File: src/rtl/dbs_defines.svh
// Offsets, field positions and reset values of the descriptor base and status registers
`ifndef DBS_DEFINES_SVH
`define DBS_DEFINES_SVH

`define DBS_RX_BASE_OFF   8'h18
`define DBS_TX_BASE_OFF   8'h20
`define DBS_STATUS_OFF    8'h28
`define DBS_IMASK_OFF     8'h38
`define DBS_GP_MASK_OFF   8'h40
`define DBS_LINK_OFF      8'h60

`define DBS_LC_BIT        27
`define DBS_GPI_BIT       26
`define DBS_AIS_BIT       15
`define DBS_LINK_BIT      1
`define DBS_GP_LO_BIT     28
`define DBS_GP_HI_BIT     30

`define DBS_BASE_RST      32'h0000_0000
`define DBS_MASK_RST      32'h0000_0000
`define DBS_RDATA_RST     32'h0000_0000

`endif

File: src/rtl/dbs_pkg.sv
// Types shared by the descriptor base and status register bank
package dbs_pkg;

	typedef struct packed {
		logic [7:0]  addr;
		logic [31:0] wdata;
		logic        wr;
		logic        rd;
	} dbs_bus_req_t;

	typedef struct packed {
		logic [31:0] rx_base;
		logic [31:0] tx_base;
	} dbs_fetch_t;

endpackage

File: src/rtl/dbs_regs.sv
// Descriptor list base registers and host status flags

`include "dbs_defines.svh"

module dbs_regs (
	input  wire logic                 core_clk,
	input  wire logic                 rst_b,
	input  wire dbs_pkg::dbs_bus_req_t bus_req,
	output logic [31:0]               bus_rdata,
	input  wire logic                 link_pass_pin,
	input  wire logic [2:0]           gp_src_event,
	input  wire logic                 abn_other,
	output dbs_pkg::dbs_fetch_t       fetch_base,
	output logic                      abnormal_summary
);

	////////////////////////////////////////////////////////////////////////////
	// State

	logic [31:2] rx_base_q;
	logic [31:2] rx_base_d;
	logic [31:2] tx_base_q;
	logic [31:2] tx_base_d;
	logic [31:0] imask_q;
	logic [31:0] imask_d;
	logic [2:0]  gp_mask_q;
	logic [2:0]  gp_mask_d;
	logic [2:0]  gp_src_q;
	logic [2:0]  gp_src_d;
	logic        lc_q;
	logic        lc_d;
	logic        link_s1_q;
	logic        link_s2_q;
	logic        link_s3_q;
	logic [31:0] rdata_q;
	logic [31:0] rdata_d;

	logic        wr_rx;
	logic        wr_tx;
	logic        wr_status;
	logic        wr_imask;
	logic        wr_gp_mask;
	logic        lc_set;
	logic        gp_port_interrupt_flag;
	logic [31:0] status_view;

	// Reset value kept as a full word so the stored field is cut on purpose
	localparam logic [31:0] BASE_RST = `DBS_BASE_RST;

	////////////////////////////////////////////////////////////////////////////
	// Decode

	assign wr_rx      = bus_req.wr && (bus_req.addr == `DBS_RX_BASE_OFF);
	assign wr_tx      = bus_req.wr && (bus_req.addr == `DBS_TX_BASE_OFF);
	assign wr_status  = bus_req.wr && (bus_req.addr == `DBS_STATUS_OFF);
	assign wr_imask   = bus_req.wr && (bus_req.addr == `DBS_IMASK_OFF);
	assign wr_gp_mask = bus_req.wr && (bus_req.addr == `DBS_GP_MASK_OFF);

	////////////////////////////////////////////////////////////////////////////
	// Flags and summary

	// Only synchronised stages feed the edge detector
	assign lc_set = link_s2_q != link_s3_q;

	assign gp_port_interrupt_flag = |(gp_src_q & ~gp_mask_q);

	assign abnormal_summary = (lc_q && !imask_q[`DBS_LC_BIT])
		|| (gp_port_interrupt_flag && !imask_q[`DBS_GPI_BIT])
		|| abn_other;

	always_comb begin
		status_view = 32'h0000_0000;
		status_view[`DBS_LC_BIT]  = lc_q;
		status_view[`DBS_GPI_BIT] = gp_port_interrupt_flag;
		status_view[`DBS_AIS_BIT] = abnormal_summary;
	end

	// Bases are used as written; software must hold the process stopped
	assign fetch_base.rx_base = {rx_base_q, 2'b00};
	assign fetch_base.tx_base = {tx_base_q, 2'b00};
	assign bus_rdata = rdata_q;

	////////////////////////////////////////////////////////////////////////////
	// Next state

	always_comb begin
		rx_base_d = rx_base_q;
		tx_base_d = tx_base_q;
		imask_d   = imask_q;
		gp_mask_d = gp_mask_q;
		gp_src_d  = gp_src_q;
		lc_d      = lc_q;
		rdata_d   = 32'h0000_0000;
		if (wr_rx) begin
			rx_base_d = bus_req.wdata[31:2];
		end
		if (wr_tx) begin
			tx_base_d = bus_req.wdata[31:2];
		end
		if (wr_imask) begin
			imask_d = bus_req.wdata;
		end
		if (wr_gp_mask) begin
			gp_mask_d = bus_req.wdata[`DBS_GP_HI_BIT:`DBS_GP_LO_BIT];
		end
		// Clear first so that a same-cycle event wins
		if (wr_status && bus_req.wdata[`DBS_LC_BIT]) begin
			lc_d = 1'b0;
		end
		if (wr_status && bus_req.wdata[`DBS_GPI_BIT]) begin
			gp_src_d = 3'h0;
		end
		if (lc_set) begin
			lc_d = 1'b1;
		end
		gp_src_d = gp_src_d | gp_src_event;
		// Reads only select data; nothing is cleared here
		if (bus_req.rd) begin
			unique case (bus_req.addr)
				`DBS_RX_BASE_OFF: rdata_d = {rx_base_q, 2'b00};
				`DBS_TX_BASE_OFF: rdata_d = {tx_base_q, 2'b00};
				`DBS_STATUS_OFF:  rdata_d = status_view;
				`DBS_IMASK_OFF:   rdata_d = imask_q;
				`DBS_GP_MASK_OFF: rdata_d = {1'b0, gp_mask_q, 28'h0000000};
				`DBS_LINK_OFF:    rdata_d = {30'h00000000, link_s2_q, 1'b0};
				default:          rdata_d = 32'h0000_0000;
			endcase
		end
	end

	////////////////////////////////////////////////////////////////////////////
	// Registers

	always_ff @(posedge core_clk or negedge rst_b) begin
		if (!rst_b) begin
			rx_base_q <= BASE_RST[31:2];
			tx_base_q <= BASE_RST[31:2];
			imask_q   <= `DBS_MASK_RST;
			gp_mask_q <= 3'h0;
			gp_src_q  <= 3'h0;
			lc_q      <= 1'b0;
			link_s1_q <= 1'b0;
			link_s2_q <= 1'b0;
			link_s3_q <= 1'b0;
			rdata_q   <= `DBS_RDATA_RST;
		end else begin
			rx_base_q <= rx_base_d;
			tx_base_q <= tx_base_d;
			imask_q   <= imask_d;
			gp_mask_q <= gp_mask_d;
			gp_src_q  <= gp_src_d;
			lc_q      <= lc_d;
			link_s1_q <= link_pass_pin;
			link_s2_q <= link_s1_q;
			link_s3_q <= link_s2_q;
			rdata_q   <= rdata_d;
		end
	end

	////////////////////////////////////////////////////////////////////////////
	// Checks

	a_rx_base_load: assert property (@(posedge core_clk) disable iff (!rst_b)
		wr_rx |=> fetch_base.rx_base[31:2] == $past(bus_req.wdata[31:2]))
		else $error("receive base not loaded");

	a_tx_base_load: assert property (@(posedge core_clk) disable iff (!rst_b)
		wr_tx |=> fetch_base.tx_base[31:2] == $past(bus_req.wdata[31:2]))
		else $error("transmit base not loaded");

	a_fetch_align: assert property (@(posedge core_clk) disable iff (!rst_b)
		fetch_base.rx_base[1:0] == 2'h0 && fetch_base.tx_base[1:0] == 2'h0)
		else $error("fetch address not aligned");

	a_read_keeps: assert property (@(posedge core_clk) disable iff (!rst_b)
		bus_req.rd && lc_q |=> lc_q)
		else $error("read cleared link changed");

	a_w1c_clear: assert property (@(posedge core_clk) disable iff (!rst_b)
		wr_status && bus_req.wdata[`DBS_LC_BIT] && !lc_set |=> !lc_q)
		else $error("write one did not clear");

	a_w0_keep: assert property (@(posedge core_clk) disable iff (!rst_b)
		wr_status && !bus_req.wdata[`DBS_GPI_BIT] && gp_src_q[0] |=> gp_src_q[0])
		else $error("write zero cleared a flag");

	a_lc_edge: assert property (@(posedge core_clk) disable iff (!rst_b)
		$changed(link_s2_q) && !(wr_status && bus_req.wdata[`DBS_LC_BIT]) |=> lc_q)
		else $error("link change not flagged");

	a_link_view: assert property (@(posedge core_clk) disable iff (!rst_b)
		bus_req.rd && bus_req.addr == `DBS_LINK_OFF |=> bus_rdata[`DBS_LINK_BIT] == $past(link_s2_q))
		else $error("link status readback wrong");

	a_gpi_or: assert property (@(posedge core_clk) disable iff (!rst_b)
		gp_src_event[2] && !gp_mask_q[2] && !wr_gp_mask |=> gp_port_interrupt_flag)
		else $error("port source not ORed in");

	a_gpi_mask: assert property (@(posedge core_clk) disable iff (!rst_b)
		gp_mask_q == 3'h7 |-> !gp_port_interrupt_flag)
		else $error("masked source reached flag");

	a_ais_mask: assert property (@(posedge core_clk) disable iff (!rst_b)
		!abn_other && (!lc_q || imask_q[`DBS_LC_BIT]) && (!gp_port_interrupt_flag || imask_q[`DBS_GPI_BIT]) |-> !abnormal_summary)
		else $error("masked flags reached summary");

	a_ais_lc: assert property (@(posedge core_clk) disable iff (!rst_b)
		lc_q && !imask_q[`DBS_LC_BIT] |-> abnormal_summary)
		else $error("unmasked link change lost");

	a_rx_base_hold: assert property (@(posedge core_clk) disable iff (!rst_b)
		!wr_rx |=> $stable(rx_base_q))
		else $error("receive base changed without a write");

	a_tx_base_hold: assert property (@(posedge core_clk) disable iff (!rst_b)
		!wr_tx |=> $stable(tx_base_q))
		else $error("transmit base changed without a write");

	a_rx_read_back: assert property (@(posedge core_clk) disable iff (!rst_b)
		bus_req.rd && bus_req.addr == `DBS_RX_BASE_OFF |=> bus_rdata == {$past(rx_base_q), 2'b00})
		else $error("receive base readback wrong");

	a_tx_read_back: assert property (@(posedge core_clk) disable iff (!rst_b)
		bus_req.rd && bus_req.addr == `DBS_TX_BASE_OFF |=> bus_rdata == {$past(tx_base_q), 2'b00})
		else $error("transmit base readback wrong");

	a_rd_idle_zero: assert property (@(posedge core_clk) disable iff (!rst_b)
		!bus_req.rd |=> bus_rdata == 32'h0000_0000)
		else $error("read data outside its cycle");

	a_status_read: assert property (@(posedge core_clk) disable iff (!rst_b)
		bus_req.rd && bus_req.addr == `DBS_STATUS_OFF |=> bus_rdata == $past(status_view))
		else $error("status readback wrong");

	a_read_keeps_gp: assert property (@(posedge core_clk) disable iff (!rst_b)
		bus_req.rd |=> (gp_src_q & $past(gp_src_q)) == $past(gp_src_q))
		else $error("read cleared a port source");

	a_w1c_gp: assert property (@(posedge core_clk) disable iff (!rst_b)
		wr_status && bus_req.wdata[`DBS_GPI_BIT] && gp_src_event == 3'h0 |=> gp_src_q == 3'h0)
		else $error("write one did not clear port sources");

	a_w0_keep_lc: assert property (@(posedge core_clk) disable iff (!rst_b)
		wr_status && !bus_req.wdata[`DBS_LC_BIT] && lc_q |=> lc_q)
		else $error("write zero cleared link changed");

	a_lc_sticky: assert property (@(posedge core_clk) disable iff (!rst_b)
		lc_q && !(wr_status && bus_req.wdata[`DBS_LC_BIT]) |=> lc_q)
		else $error("link changed dropped by itself");

	a_lc_set_wins: assert property (@(posedge core_clk) disable iff (!rst_b)
		wr_status && bus_req.wdata[`DBS_LC_BIT] && lc_set |=> lc_q)
		else $error("clear beat a same cycle link change");

	a_gp_set_wins: assert property (@(posedge core_clk) disable iff (!rst_b)
		wr_status && bus_req.wdata[`DBS_GPI_BIT] && gp_src_event[0] |=> gp_src_q[0])
		else $error("clear beat a same cycle port event");

	a_lc_quiet: assert property (@(posedge core_clk) disable iff (!rst_b)
		!lc_set && !lc_q |=> !lc_q)
		else $error("link changed set with no change");

	a_gp_quiet: assert property (@(posedge core_clk) disable iff (!rst_b)
		gp_src_event == 3'h0 && gp_src_q == 3'h0 |=> gp_src_q == 3'h0)
		else $error("port source set with no event");

	a_gpi_or_1: assert property (@(posedge core_clk) disable iff (!rst_b)
		gp_src_event[1] && !gp_mask_q[1] && !wr_gp_mask |=> gp_port_interrupt_flag)
		else $error("port source one not ORed in");

	a_gpi_or_0: assert property (@(posedge core_clk) disable iff (!rst_b)
		gp_src_event[0] && !gp_mask_q[0] && !wr_gp_mask |=> gp_port_interrupt_flag)
		else $error("port source zero not ORed in");

	a_link_sync: assert property (@(posedge core_clk) disable iff (!rst_b)
		link_s2_q == $past(link_pass_pin, 2))
		else $error("link status not two stages behind pin");

	a_ais_gp: assert property (@(posedge core_clk) disable iff (!rst_b)
		gp_port_interrupt_flag && !imask_q[`DBS_GPI_BIT] |-> abnormal_summary)
		else $error("unmasked port interrupt lost");

	a_ais_other: assert property (@(posedge core_clk) disable iff (!rst_b)
		abn_other |-> abnormal_summary)
		else $error("other abnormal source lost");

	a_status_ais: assert property (@(posedge core_clk) disable iff (!rst_b)
		bus_req.rd && bus_req.addr == `DBS_STATUS_OFF |=> bus_rdata[`DBS_AIS_BIT] == $past(abnormal_summary))
		else $error("summary readback wrong");

	a_imask_load: assert property (@(posedge core_clk) disable iff (!rst_b)
		wr_imask |=> imask_q == $past(bus_req.wdata))
		else $error("interrupt mask not loaded");

	a_imask_hold: assert property (@(posedge core_clk) disable iff (!rst_b)
		!wr_imask |=> $stable(imask_q))
		else $error("interrupt mask changed without a write");

	a_imask_read: assert property (@(posedge core_clk) disable iff (!rst_b)
		bus_req.rd && bus_req.addr == `DBS_IMASK_OFF |=> bus_rdata == $past(imask_q))
		else $error("interrupt mask readback wrong");

	a_gp_mask_load: assert property (@(posedge core_clk) disable iff (!rst_b)
		wr_gp_mask |=> gp_mask_q == $past(bus_req.wdata[`DBS_GP_HI_BIT:`DBS_GP_LO_BIT]))
		else $error("port source mask not loaded");

	a_gp_mask_hold: assert property (@(posedge core_clk) disable iff (!rst_b)
		!wr_gp_mask |=> $stable(gp_mask_q))
		else $error("port source mask changed without a write");

	a_gp_mask_read: assert property (@(posedge core_clk) disable iff (!rst_b)
		bus_req.rd && bus_req.addr == `DBS_GP_MASK_OFF |=> bus_rdata == {1'b0, $past(gp_mask_q), 28'h0000000})
		else $error("port source mask readback wrong");

	a_status_unused: assert property (@(posedge core_clk) disable iff (!rst_b)
		bus_req.rd && bus_req.addr == `DBS_STATUS_OFF |=> (bus_rdata & 32'hf3ff_7fff) == 32'h0000_0000)
		else $error("unused status bits not zero");

	a_link_unused: assert property (@(posedge core_clk) disable iff (!rst_b)
		bus_req.rd && bus_req.addr == `DBS_LINK_OFF |=> (bus_rdata & 32'hffff_fffd) == 32'h0000_0000)
		else $error("unused link status bits not zero");

	// Holes in the map must read as zero so drivers can probe safely
	a_unmapped_read: assert property (@(posedge core_clk) disable iff (!rst_b)
		bus_req.rd && !(bus_req.addr inside {`DBS_RX_BASE_OFF, `DBS_TX_BASE_OFF, `DBS_STATUS_OFF,
			`DBS_IMASK_OFF, `DBS_GP_MASK_OFF, `DBS_LINK_OFF}) |=> bus_rdata == 32'h0000_0000)
		else $error("unmapped read not zero");

endmodule

File: config.mk
export PLATFORM = sky130hd
export DESIGN_NAME = dbs_regs
export DESIGN_NICKNAME = d
export VERILOG_FILES = /design/src/rtl/dbs_pkg.sv /design/src/rtl/dbs_regs.sv
export VERILOG_INCLUDE_DIRS = /design/src /design/src/rtl
export SDC_FILE = /design/constraint.sdc
export NUM_CORES = 1
export LEC_CHECK = 0
export BUFFER_PORTS_ARGS = -buffer_cell sky130_fd_sc_hd__buf_2
export CELL_PAD_IN_SITES_DETAIL_PLACEMENT = 1
export CELL_PAD_IN_SITES_GLOBAL_PLACEMENT = 2
export CORE_UTILIZATION = 35
export DETAILED_ROUTE_END_ITERATION = 12
export HOLD_SLACK_MARGIN = 0.03
export PLACE_DENSITY = 0.88
export SLEW_MARGIN = 10
export SYNTH_ARGS = -nofsm -noshare
export SYNTH_HDL_FRONTEND = slang
export SYNTH_SLANG_ARGS = --single-unit
File: constraint.sdc
create_clock -name core_clk -period 1.5 [get_ports core_clk]
set_clock_uncertainty 0.1 [all_clocks]
set_input_delay 0.3 -clock core_clk [delete_from_list [all_inputs] [get_ports core_clk]]
set_output_delay 0.3 -clock core_clk [all_outputs]
set_load 0.03 [all_outputs]
# After elaboration in Yosys (flattened, before gate mapping)

Index checks and enable logic that the tools add are counted.

Output and inout port bits: 97
Input port bits: 49
Flip-flop bits (word level): 134

Eq/ne operators: 7
Bitwise gates (word level): 3
Mux-type cells: 5
Reductions and logical operators: 15

Operators with widths:

| operator           | count |
|---|---|
| $pmux 32 s6        | 1 |
| $mux 32            | 1 |
| $eq 8x6->1 const B | 3 |
| $eq 8x7->1 const B | 2 |
| $logic_and 1x1->1  | 9 |
| $eq 8x5->1 const B | 1 |
| $and 3x3->3        | 1 |
| $mux 3             | 1 |
| $not 3->3          | 1 |
| $or 3x3->3         | 1 |
| $reduce_or 3->1    | 1 |
| $logic_not 1->1    | 2 |
| $logic_or 1x1->1   | 2 |
| $mux 1             | 2 |
| $reduce_bool 2->1  | 1 |
| $ne 1x1->1         | 1 |

# Longest topological paths before layout

Gate-level depths: netlist of run 1.

Depth after elaboration: 8
Depth in mapped cells: 7
Mapped depth without buffers: 4

# Least setup slack after synthesis of run 1

No wires, ideal clock.

Path type: input to register
Start: in bus_req[35] (netlist name)
End: reg rx_base_q[10] (netlist name)
Cell stages on the path: 6
Required time: 1.272 ns
Slack: -0.563 ns
Buffers on the path: 2
Data arrival time: 1.835 ns
Path through: or4_1 buf_2 nor3_4 and3b_1 buf_4 mux2_1

Longest elaborated chain between the ends: 2

RTL lines:

| what                 | line            | source |
|---|---|---|
| start, declared      | dbs_regs.sv:8   | `input wire dbs_pkg::dbs_bus_req_t bus_req,` |
| $eq 8x5->1           | -               |  |
| $logic_and 1x1->1    | dbs_regs.sv:53  | `` assign wr_rx = bus_req.wr && (bus_req.addr == `DBS_RX_BASE_OFF); `` |
| end signal, assigned | dbs_regs.sv:136 | `rx_base_q <= BASE_RST[31:2];` |
| end signal, assigned | dbs_regs.sv:147 | `rx_base_q <= rx_base_d;` |
| end, declared        | dbs_regs.sv:20  | `logic [31:2] rx_base_q;` |

Every way passes these cells.
A chain may end at the register's enable or synchronous reset.

# Worst setup path after layout of run 1

Start: reg gp_src_q[0]
End: out abnormal_summary

Longest elaborated chain between the ends: 5

RTL lines:

| what                           | line            | source |
|---|---|---|
| start, declared                | dbs_regs.sv:28  | `logic [2:0] gp_src_q;` |
| start signal, assigned         | dbs_regs.sv:151 | `gp_src_q <= gp_src_d;` |
| $and 3x3->3                    | dbs_regs.sv:65  | `assign gp_port_interrupt_flag = \|(gp_src_q & ~gp_mask_q);` |
| $reduce_or 3->1                | dbs_regs.sv:65  |  |
| $logic_and 1x1->1              | dbs_regs.sv:68  | `` \|\| (gp_port_interrupt_flag && !imask_q[`DBS_GPI_BIT]) `` |
| $logic_or 1x1->1 (2 in series) | dbs_regs.sv:67  | `` assign abnormal_summary = (lc_q && !imask_q[`DBS_LC_BIT]) `` |
| end, declared                  | dbs_regs.sv:14  | `output logic abnormal_summary` |

Every way passes these cells.

==> flow_summary.json, run 1 <==
{
  "status": "complete, but fails checks",
  "violations": "negative setup slack",
  "syn_area_um2": 5540,
  "path_cells": "nand2b_4 > nor2_2 > or4_4 > buf_6",
  "yosysTopAreaCellShare": 0.605,
  "ys_ff_latch": 134,
  "cp_max_fo": 2,
  "drt_iter0_drc": 190,
  "dp_hpwl_um": 11000,
  "drt-met1-wl_um": 8240,
  "route.met3.wl_um": 888,
  "final_core_util": 0.577,
  "yosys.area.top_type": "dfrtp_1",
  "min_period_over_period": 1.38,
  "ios": 146,
  "coreArea_um2": 15300,
  "numPortBuffers": 141,
  "dr_wl_met2_um": 10400,
  "ant_nets": 0,
  "drcViolationCount": 0,
  "synth-main-ff-cell": "dfrtp_1",
  "highest_layer": "met4",
  "worst_ep_arrival_time_ns": 1.67,
  "viasPerCell": 5.17,
  "start_util": 0.362,
  "setup_viol": 127,
  "die_h_um": 128,
  "track_usage": 0.252,
  "synthToLayoutAreaGrowth_pct": 59.3,
  "ff2ff_path_depth": 6,
  "htree_levels": 4,
  "layout_setup_ws_ns": -0.567,
  "synthCells": 392,
  "fin_crit_ns": 2.07,
  "num_antenna_cells": 0,
  "synth_area_leaders": "dfrtp_1, mux2_2, mux2_1, a22oi_1, nor2_1",
  "synth.most_common_cell": "dfrtp_1",
  "cts_buffer_depth": 2,
  "layout-drive-gt1-share": 0.668,
  "path_clk_slew_ns": 0.06,
  "yosys_warnings": 0,
  "die_w_um": 128,
  "clock_latency_ns": 0.42,
  "end_kind": "output pin",
  "crit_slowest_cell": "or4_4",
  "routabilityCongestion": 0.794,
  "synth-async-reset-ratio": 1.00,
  "start_kind": "register",
  "cts_made_buffers": 17,
  "syn_avg_cell_area_um2": 14.1,
  "ir_drop_mv": 0.785,
  "rows": 45,
  "cap_violations": 0,
  "yosysSeqAreaShare": 0.605,
  "routed_wl_um": 20000,
  "cts_num_sinks": 134,
  "cts_tree": "built",
  "synth_common_cells": "dfrtp_1, mux2_2, mux2_1",
  "die_area_um2": 16300,
  "timing.fmax_mhz": 484,
  "powerDensity_nw_per_um2": 1050,
  "max_stage_delay_ns": 0.53,
  "power_leakage_nw": 4.43,
  "fin_nets": 669,
  "grt_max_degree": 35,
  "hold_path.class": "input port to register",
  "wl_per_cell_um": 23.7,
  "grt.overflow.total": 0,
  "worstSetupPathType": "register to output pin",
  "dr.pass1.iters": 4,
  "grt_pass1_wl_um": 30100,
  "synth-edff-count": 0,
  "hold_path_depth": 2,
  "clockRootBuffer": "clkbuf_16",
  "required_ns": 1.10,
  "grt_setup_unrepaired": "yes",
  "antenna_found_initial": 0,
  "via_count": 4363,
  "power.total_mw": 9.23,
  "first_global_vias": 4960,
  "synth_cell_types": 33,
  "maxSlewViolCount": 0,
  "finalHoldViolCount": 0
}
==> worst max-delay path: cells and delay by family (launching register included) <==
family / cells / cell delay [ns]
DFF: 1 / 0.42
and+or+nand+nor: 3 / 0.67
buffers and inverters: 1 / 0.16
==> report_power, final <==
part	total, mW	internal [mW]	switching, mW
Clock	4.45	2.91	1.54
Combinational	0.922	0.409	0.513
Sequential	3.86	3.74	0.113
Total	9.23	7.06	2.17
==> cell type report <==
class,count,area [um2]
Clock buffer,24,482
Clock inverter,8,145
Fill cell,1520,6480
Inverter,2,7.51
Multi-Input combinational cell,232,2680
Sequential cell,134,3350
Tap cell,211,264
Timing Repair Buffer,233,1900
==> layer usage <==
metal  up-vias  track usage
met5         -            0
met4         0        0.111
met3        42       0.0538
met2       169        0.431
met1      2277        0.305
li1       1875            -
==> placed cells by master, fill, tap and decap left out, drive strengths merged <==
cell type / instances
buf: 220
dfrtp: 134
mux2: 123
nor2: 33
clkbuf: 28
a22oi: 26
dlygate4sd3: 9
nand2b: 5
a21oi: 5
nand4: 4
a21o: 4
conb: 4
bufinv: 4
nand3: 4
nor4: 3
nor2b: 2
or4: 2
inv: 2
nor3: 2
a222oi: 2
nand2: 2
clkinvlp: 2
clkinv: 2
and4b: 2
a32oi: 2
o32ai: 1
mux2i: 1
o2bb2ai: 1
o2111ai: 1
o41ai: 1
and3b: 1
xor2: 1
==> path summary, 6_finish.rpt <==
check | from | endpoint | slack, ns
max | gp_src_q[0] | abnormal_summary | -0.57
min reg2reg | link_s1_q | link_s2_q | 0.26
min in group asynchronous | rst_b | bus_rdata[13] | 0.25
min | bus_req[27] | imask_q[25] | 0.05
max in group asynchronous | rst_b | bus_rdata[29] | 0.46
max reg2reg | gp_mask_q[0] | bus_rdata[26] | 0.10
==> logic make-up (layout without fill, tap and decap cells) <==
family | count (synthesis) | after routing | synth area share
buffers and inverters | 29 | 267 | 0.0271
DFF | 134 | 134 | 0.605
xor gates and xnor gates | 1 | 1 | 0.00158
and+or+nand+nor | 60 | 60 | 0.0558
AOI/OAI and AO/OA | 43 | 43 | 0.0582
other | 1 | 4 | 0.000677
muxes | 124 | 124 | 0.252
==> per-stage QoR <==
| stage | worst slack [ns] | cells | TNS, ns | cell area, um2 | hold slack, ns |
|---|---|---|---|---|---|
| floorplan | -0.554 | 395 | -58.56 | 5650 | -0.0956 |
| global placement | -0.671 | 768 | -78.44 | 6900 | 0.114 |
| detailed placement | -0.750 | 768 | -84.41 | 6900 | 0.118 |
| CTS | -0.558 | 840 | -40.37 | 8560 | 0.0320 |
| global route | -0.591 | 844 | -43.72 | 8830 | 0.0428 |
| finish | -0.567 | 844 | -40.42 | 8830 | 0.0497 |
==> repair_timing <==
item                                    CTS  global route
buffers inserted                         21            15
endpoints found under the setup margin  128           134
hold buffers                              9             0
gates cloned                             11             2
endpoints found under the hold margin    90             0
pin swaps                                44            36
gates resized for setup                 120            74
==> sequential cells by signal, summed over array words and instances (netlist names) <==
register and cells:
link_s2_q 1, link_s3_q 1, rx_base_q 30, lc_q 1, tx_base_q 30, imask_q 32
link_s1_q 1, bus_rdata 32, gp_src_q 3, gp_mask_q 3
No activity file was read; power rests on OpenSTA's default activity.
==> inputs of run 2 (changes only) <==
--- a/config.mk
+++ b/config.mk
@@ -10,8 +10,8 @@
 export CELL_PAD_IN_SITES_DETAIL_PLACEMENT = 1
 export CELL_PAD_IN_SITES_GLOBAL_PLACEMENT = 2
-export CORE_UTILIZATION = 35
+export CORE_UTILIZATION = 38
 export DETAILED_ROUTE_END_ITERATION = 12
 export HOLD_SLACK_MARGIN = 0.03
-export PLACE_DENSITY = 0.88
+export PLACE_DENSITY = 0.94
 export SLEW_MARGIN = 10
 export SYNTH_ARGS = -nofsm -noshare
==> constraint.sdc (replaced) <==
create_clock -name core_clk -period 2.39 [get_ports core_clk]
set_clock_uncertainty 0.1 [all_clocks]
set_input_delay 0.478 -clock core_clk [delete_from_list [all_inputs] [get_ports core_clk]]
set_output_delay 0.478 -clock core_clk [all_outputs]
set_load 0.05 [all_outputs]
==> run 2 against run 1 <==
Compared with the run above:
- worst hold slack gained 0.013 ns
- highest routed layer unchanged
- final area is 18% lower
- setup slack better by 0.66 ns
- sequential power shrank 38%
- the flow now finishes without violations
- sequential share of layout area increased by 8.4 points
- non-clock buffer count is 67 lower
- critical endpoint unchanged
- critical path depth is the same
==> flow_summary.json, run 2 (synthesis results as in run 1) <==
{
  "status": "finished clean",
  "htree_levels": 4,
  "timing.fmax_mhz": 436,
  "setup_viol": 0,
  "cts_made_buffers": 17,
  "clock_latency_ns": 0.42,
  "first_global_vias": 4298,
  "cts_tree": "built",
  "grt_setup_unrepaired": "no",
  "cts_num_sinks": 134,
  "reg2reg_slack_ns": 0.99,
  "layout_commonest_cell": "buf_2",
  "r2r_end": "bus_rdata[15]",
  "path_cells": "nand2b_1 > nor2_1 > or4_1 > buf_6",
  "power.total_mw": 5.62,
  "antenna_found_initial": 0,
  "crit_slowest_cell": "or4_1",
  "ios": 146,
  "fin_nets": 602,
  "dr.pass1.iters": 4,
  "via_count": 3898,
  "wl_per_cell_um": 20.0,
  "die_area_um2": 15100,
  "final_area_um2": 7230,
  "numPortBuffers": 141,
  "viasPerCell": 5.22,
  "start_util": 0.395,
  "fin_crit_ns": 2.30,
  "routabilityCongestion": 0.858,
  "clockRootBuffer": "clkbuf_16",
  "maxSlewViolCount": 0,
  "die_w_um": 123,
  "ir_drop_mv": 0.398,
  "required_ns": 1.81,
  "drcViolationCount": 0,
  "min_period_over_period": 0.960,
  "min_to": "link_s1_q",
  "hold_path_depth": 1,
  "rows": 43,
  "grt_max_degree": 56,
  "coreArea_um2": 14000,
  "finalHoldViolCount": 0,
  "power_leakage_nw": 3.82,
  "routed_wl_um": 14900,
  "layout-drive-gt1-share": 0.463,
  "r2r-start": "gp_mask_q[0]",
  "cap_violations": 0,
  "final_cell_mix": "buf_2, dfrtp_1, mux2_2, mux2_1, nor2_1",
  "worst_ep_arrival_time_ns": 1.72,
  "fillers": 1433,
  "ant_nets": 0,
  "track_usage": 0.216,
  "ff2ff_path_depth": 4,
  "path_clk_slew_ns": 0.06,
  "worstSetupPathType": "register to output pin",
  "min_from": "link_pass_pin",
  "cp_max_fo": 3,
  "cts_buffer_depth": 2,
  "max_stage_delay_ns": 0.56,
  "end_kind": "output pin",
  "grt.overflow.total": 0,
  "powerDensity_nw_per_um2": 778,
  "grt_pass1_wl_um": 23700,
  "final_cells": 747,
  "synthToLayoutAreaGrowth_pct": 30.5,
  "start_kind": "register",
  "placedInstanceArea_um2": 6610,
  "slew-limit-headroom": 0.652,
  "drt_iter0_drc": 163,
  "die_h_um": 123,
  "dp_cells": 713,
  "dp_hpwl_um": 10200,
  "hold_path.class": "input port to register",
  "worstMarginPinSlew_ns": 0.522,
  "hold-worst-slack_ns": 0.0624
}
run 2: cell count changes in the layout (fill, tap and decap cells not counted), moves of 15 or more:
| cell | delta |
|---|---|
| mux2_4 | -90 |
| a22oi_1 | +22 |
| buf_6 | -15 |
| mux2_2 | +30 |
| buf_12 | -15 |
| buf_4 | -22 |
| mux2_1 | +60 |
| a22oi_2 | -22 |
run 2: how the worst max path moves through the flow:
stage                  from  cells after the start               end
5_1_grt        gp_mask_q[0]                      4  abnormal_summary
2_1_floorplan   bus_req[35]                      6     rx_base_q[10]
3_5_place_dp    bus_req[35]                      6      rx_base_q[9]
4_1_cts        gp_mask_q[0]                      4  abnormal_summary
3_3_place_gp    bus_req[35]                      6      tx_base_q[4]
6_report       gp_mask_q[0]                      4  abnormal_summary
run 2: layer usage:
layer,global-route usage,vias up,wire length (um)
met1,0.266,2017,6390
met5,0,-,0
li1,-,1745,-
met2,0.355,116,7350
met3,0.0637,20,959
met4,0.0846,0,218
run 2: what timing repair did:
item / CTS / global route
gates resized for setup: 0 / 3
hold buffers: 1 / 0
endpoints found under the hold margin: 51 / 0
endpoints found under the setup margin: 0 / 1
buffers inserted: 0 / 0
run 2: final cells by class:
class                   instances  area, um2  share of cell area
clock inverters                10        153              0.0211
repair buffers                166        971               0.134
diodes                          1       2.50            0.000346
clock buffers                  22        454              0.0628
well taps                     180        225              0.0311
inverters                       2       7.51             0.00104
multi-input cells             232       2060               0.286
flip-flops and latches        134       3350               0.464
run 2: worst max-delay path, delay by kind of cell, from the launching register on:
family / cells / cell delay (ns)
AND/OR/NAND/NOR: 3 / 0.76
buffers and inverters: 1 / 0.19
flip-flops: 1 / 0.37
run 2: per-stage QoR:
| step | util | setup TNS (ns) | setup slack [ns] |
|---|---|---|---|
| floorplan | - | 0 | 0.149 |
| global placement | 0.470 | -3.33 | -0.0797 |
| detailed placement | 0.470 | -6.30 | -0.145 |
| CTS | 0.514 | 0 | 0.0512 |
| global route | 0.515 | 0 | 0.00677 |
| finish | 0.515 | 0 | 0.0948 |
run 2: report_power, final:
group / internal [mW] / leakage (nW) / total, mW / switching, mW
clock: 1.76 / 0.298 / 2.71 / 0.949
combinational: 0.155 / 1.70 / 0.506 / 0.351
sequential: 2.35 / 1.83 / 2.41 / 0.0563
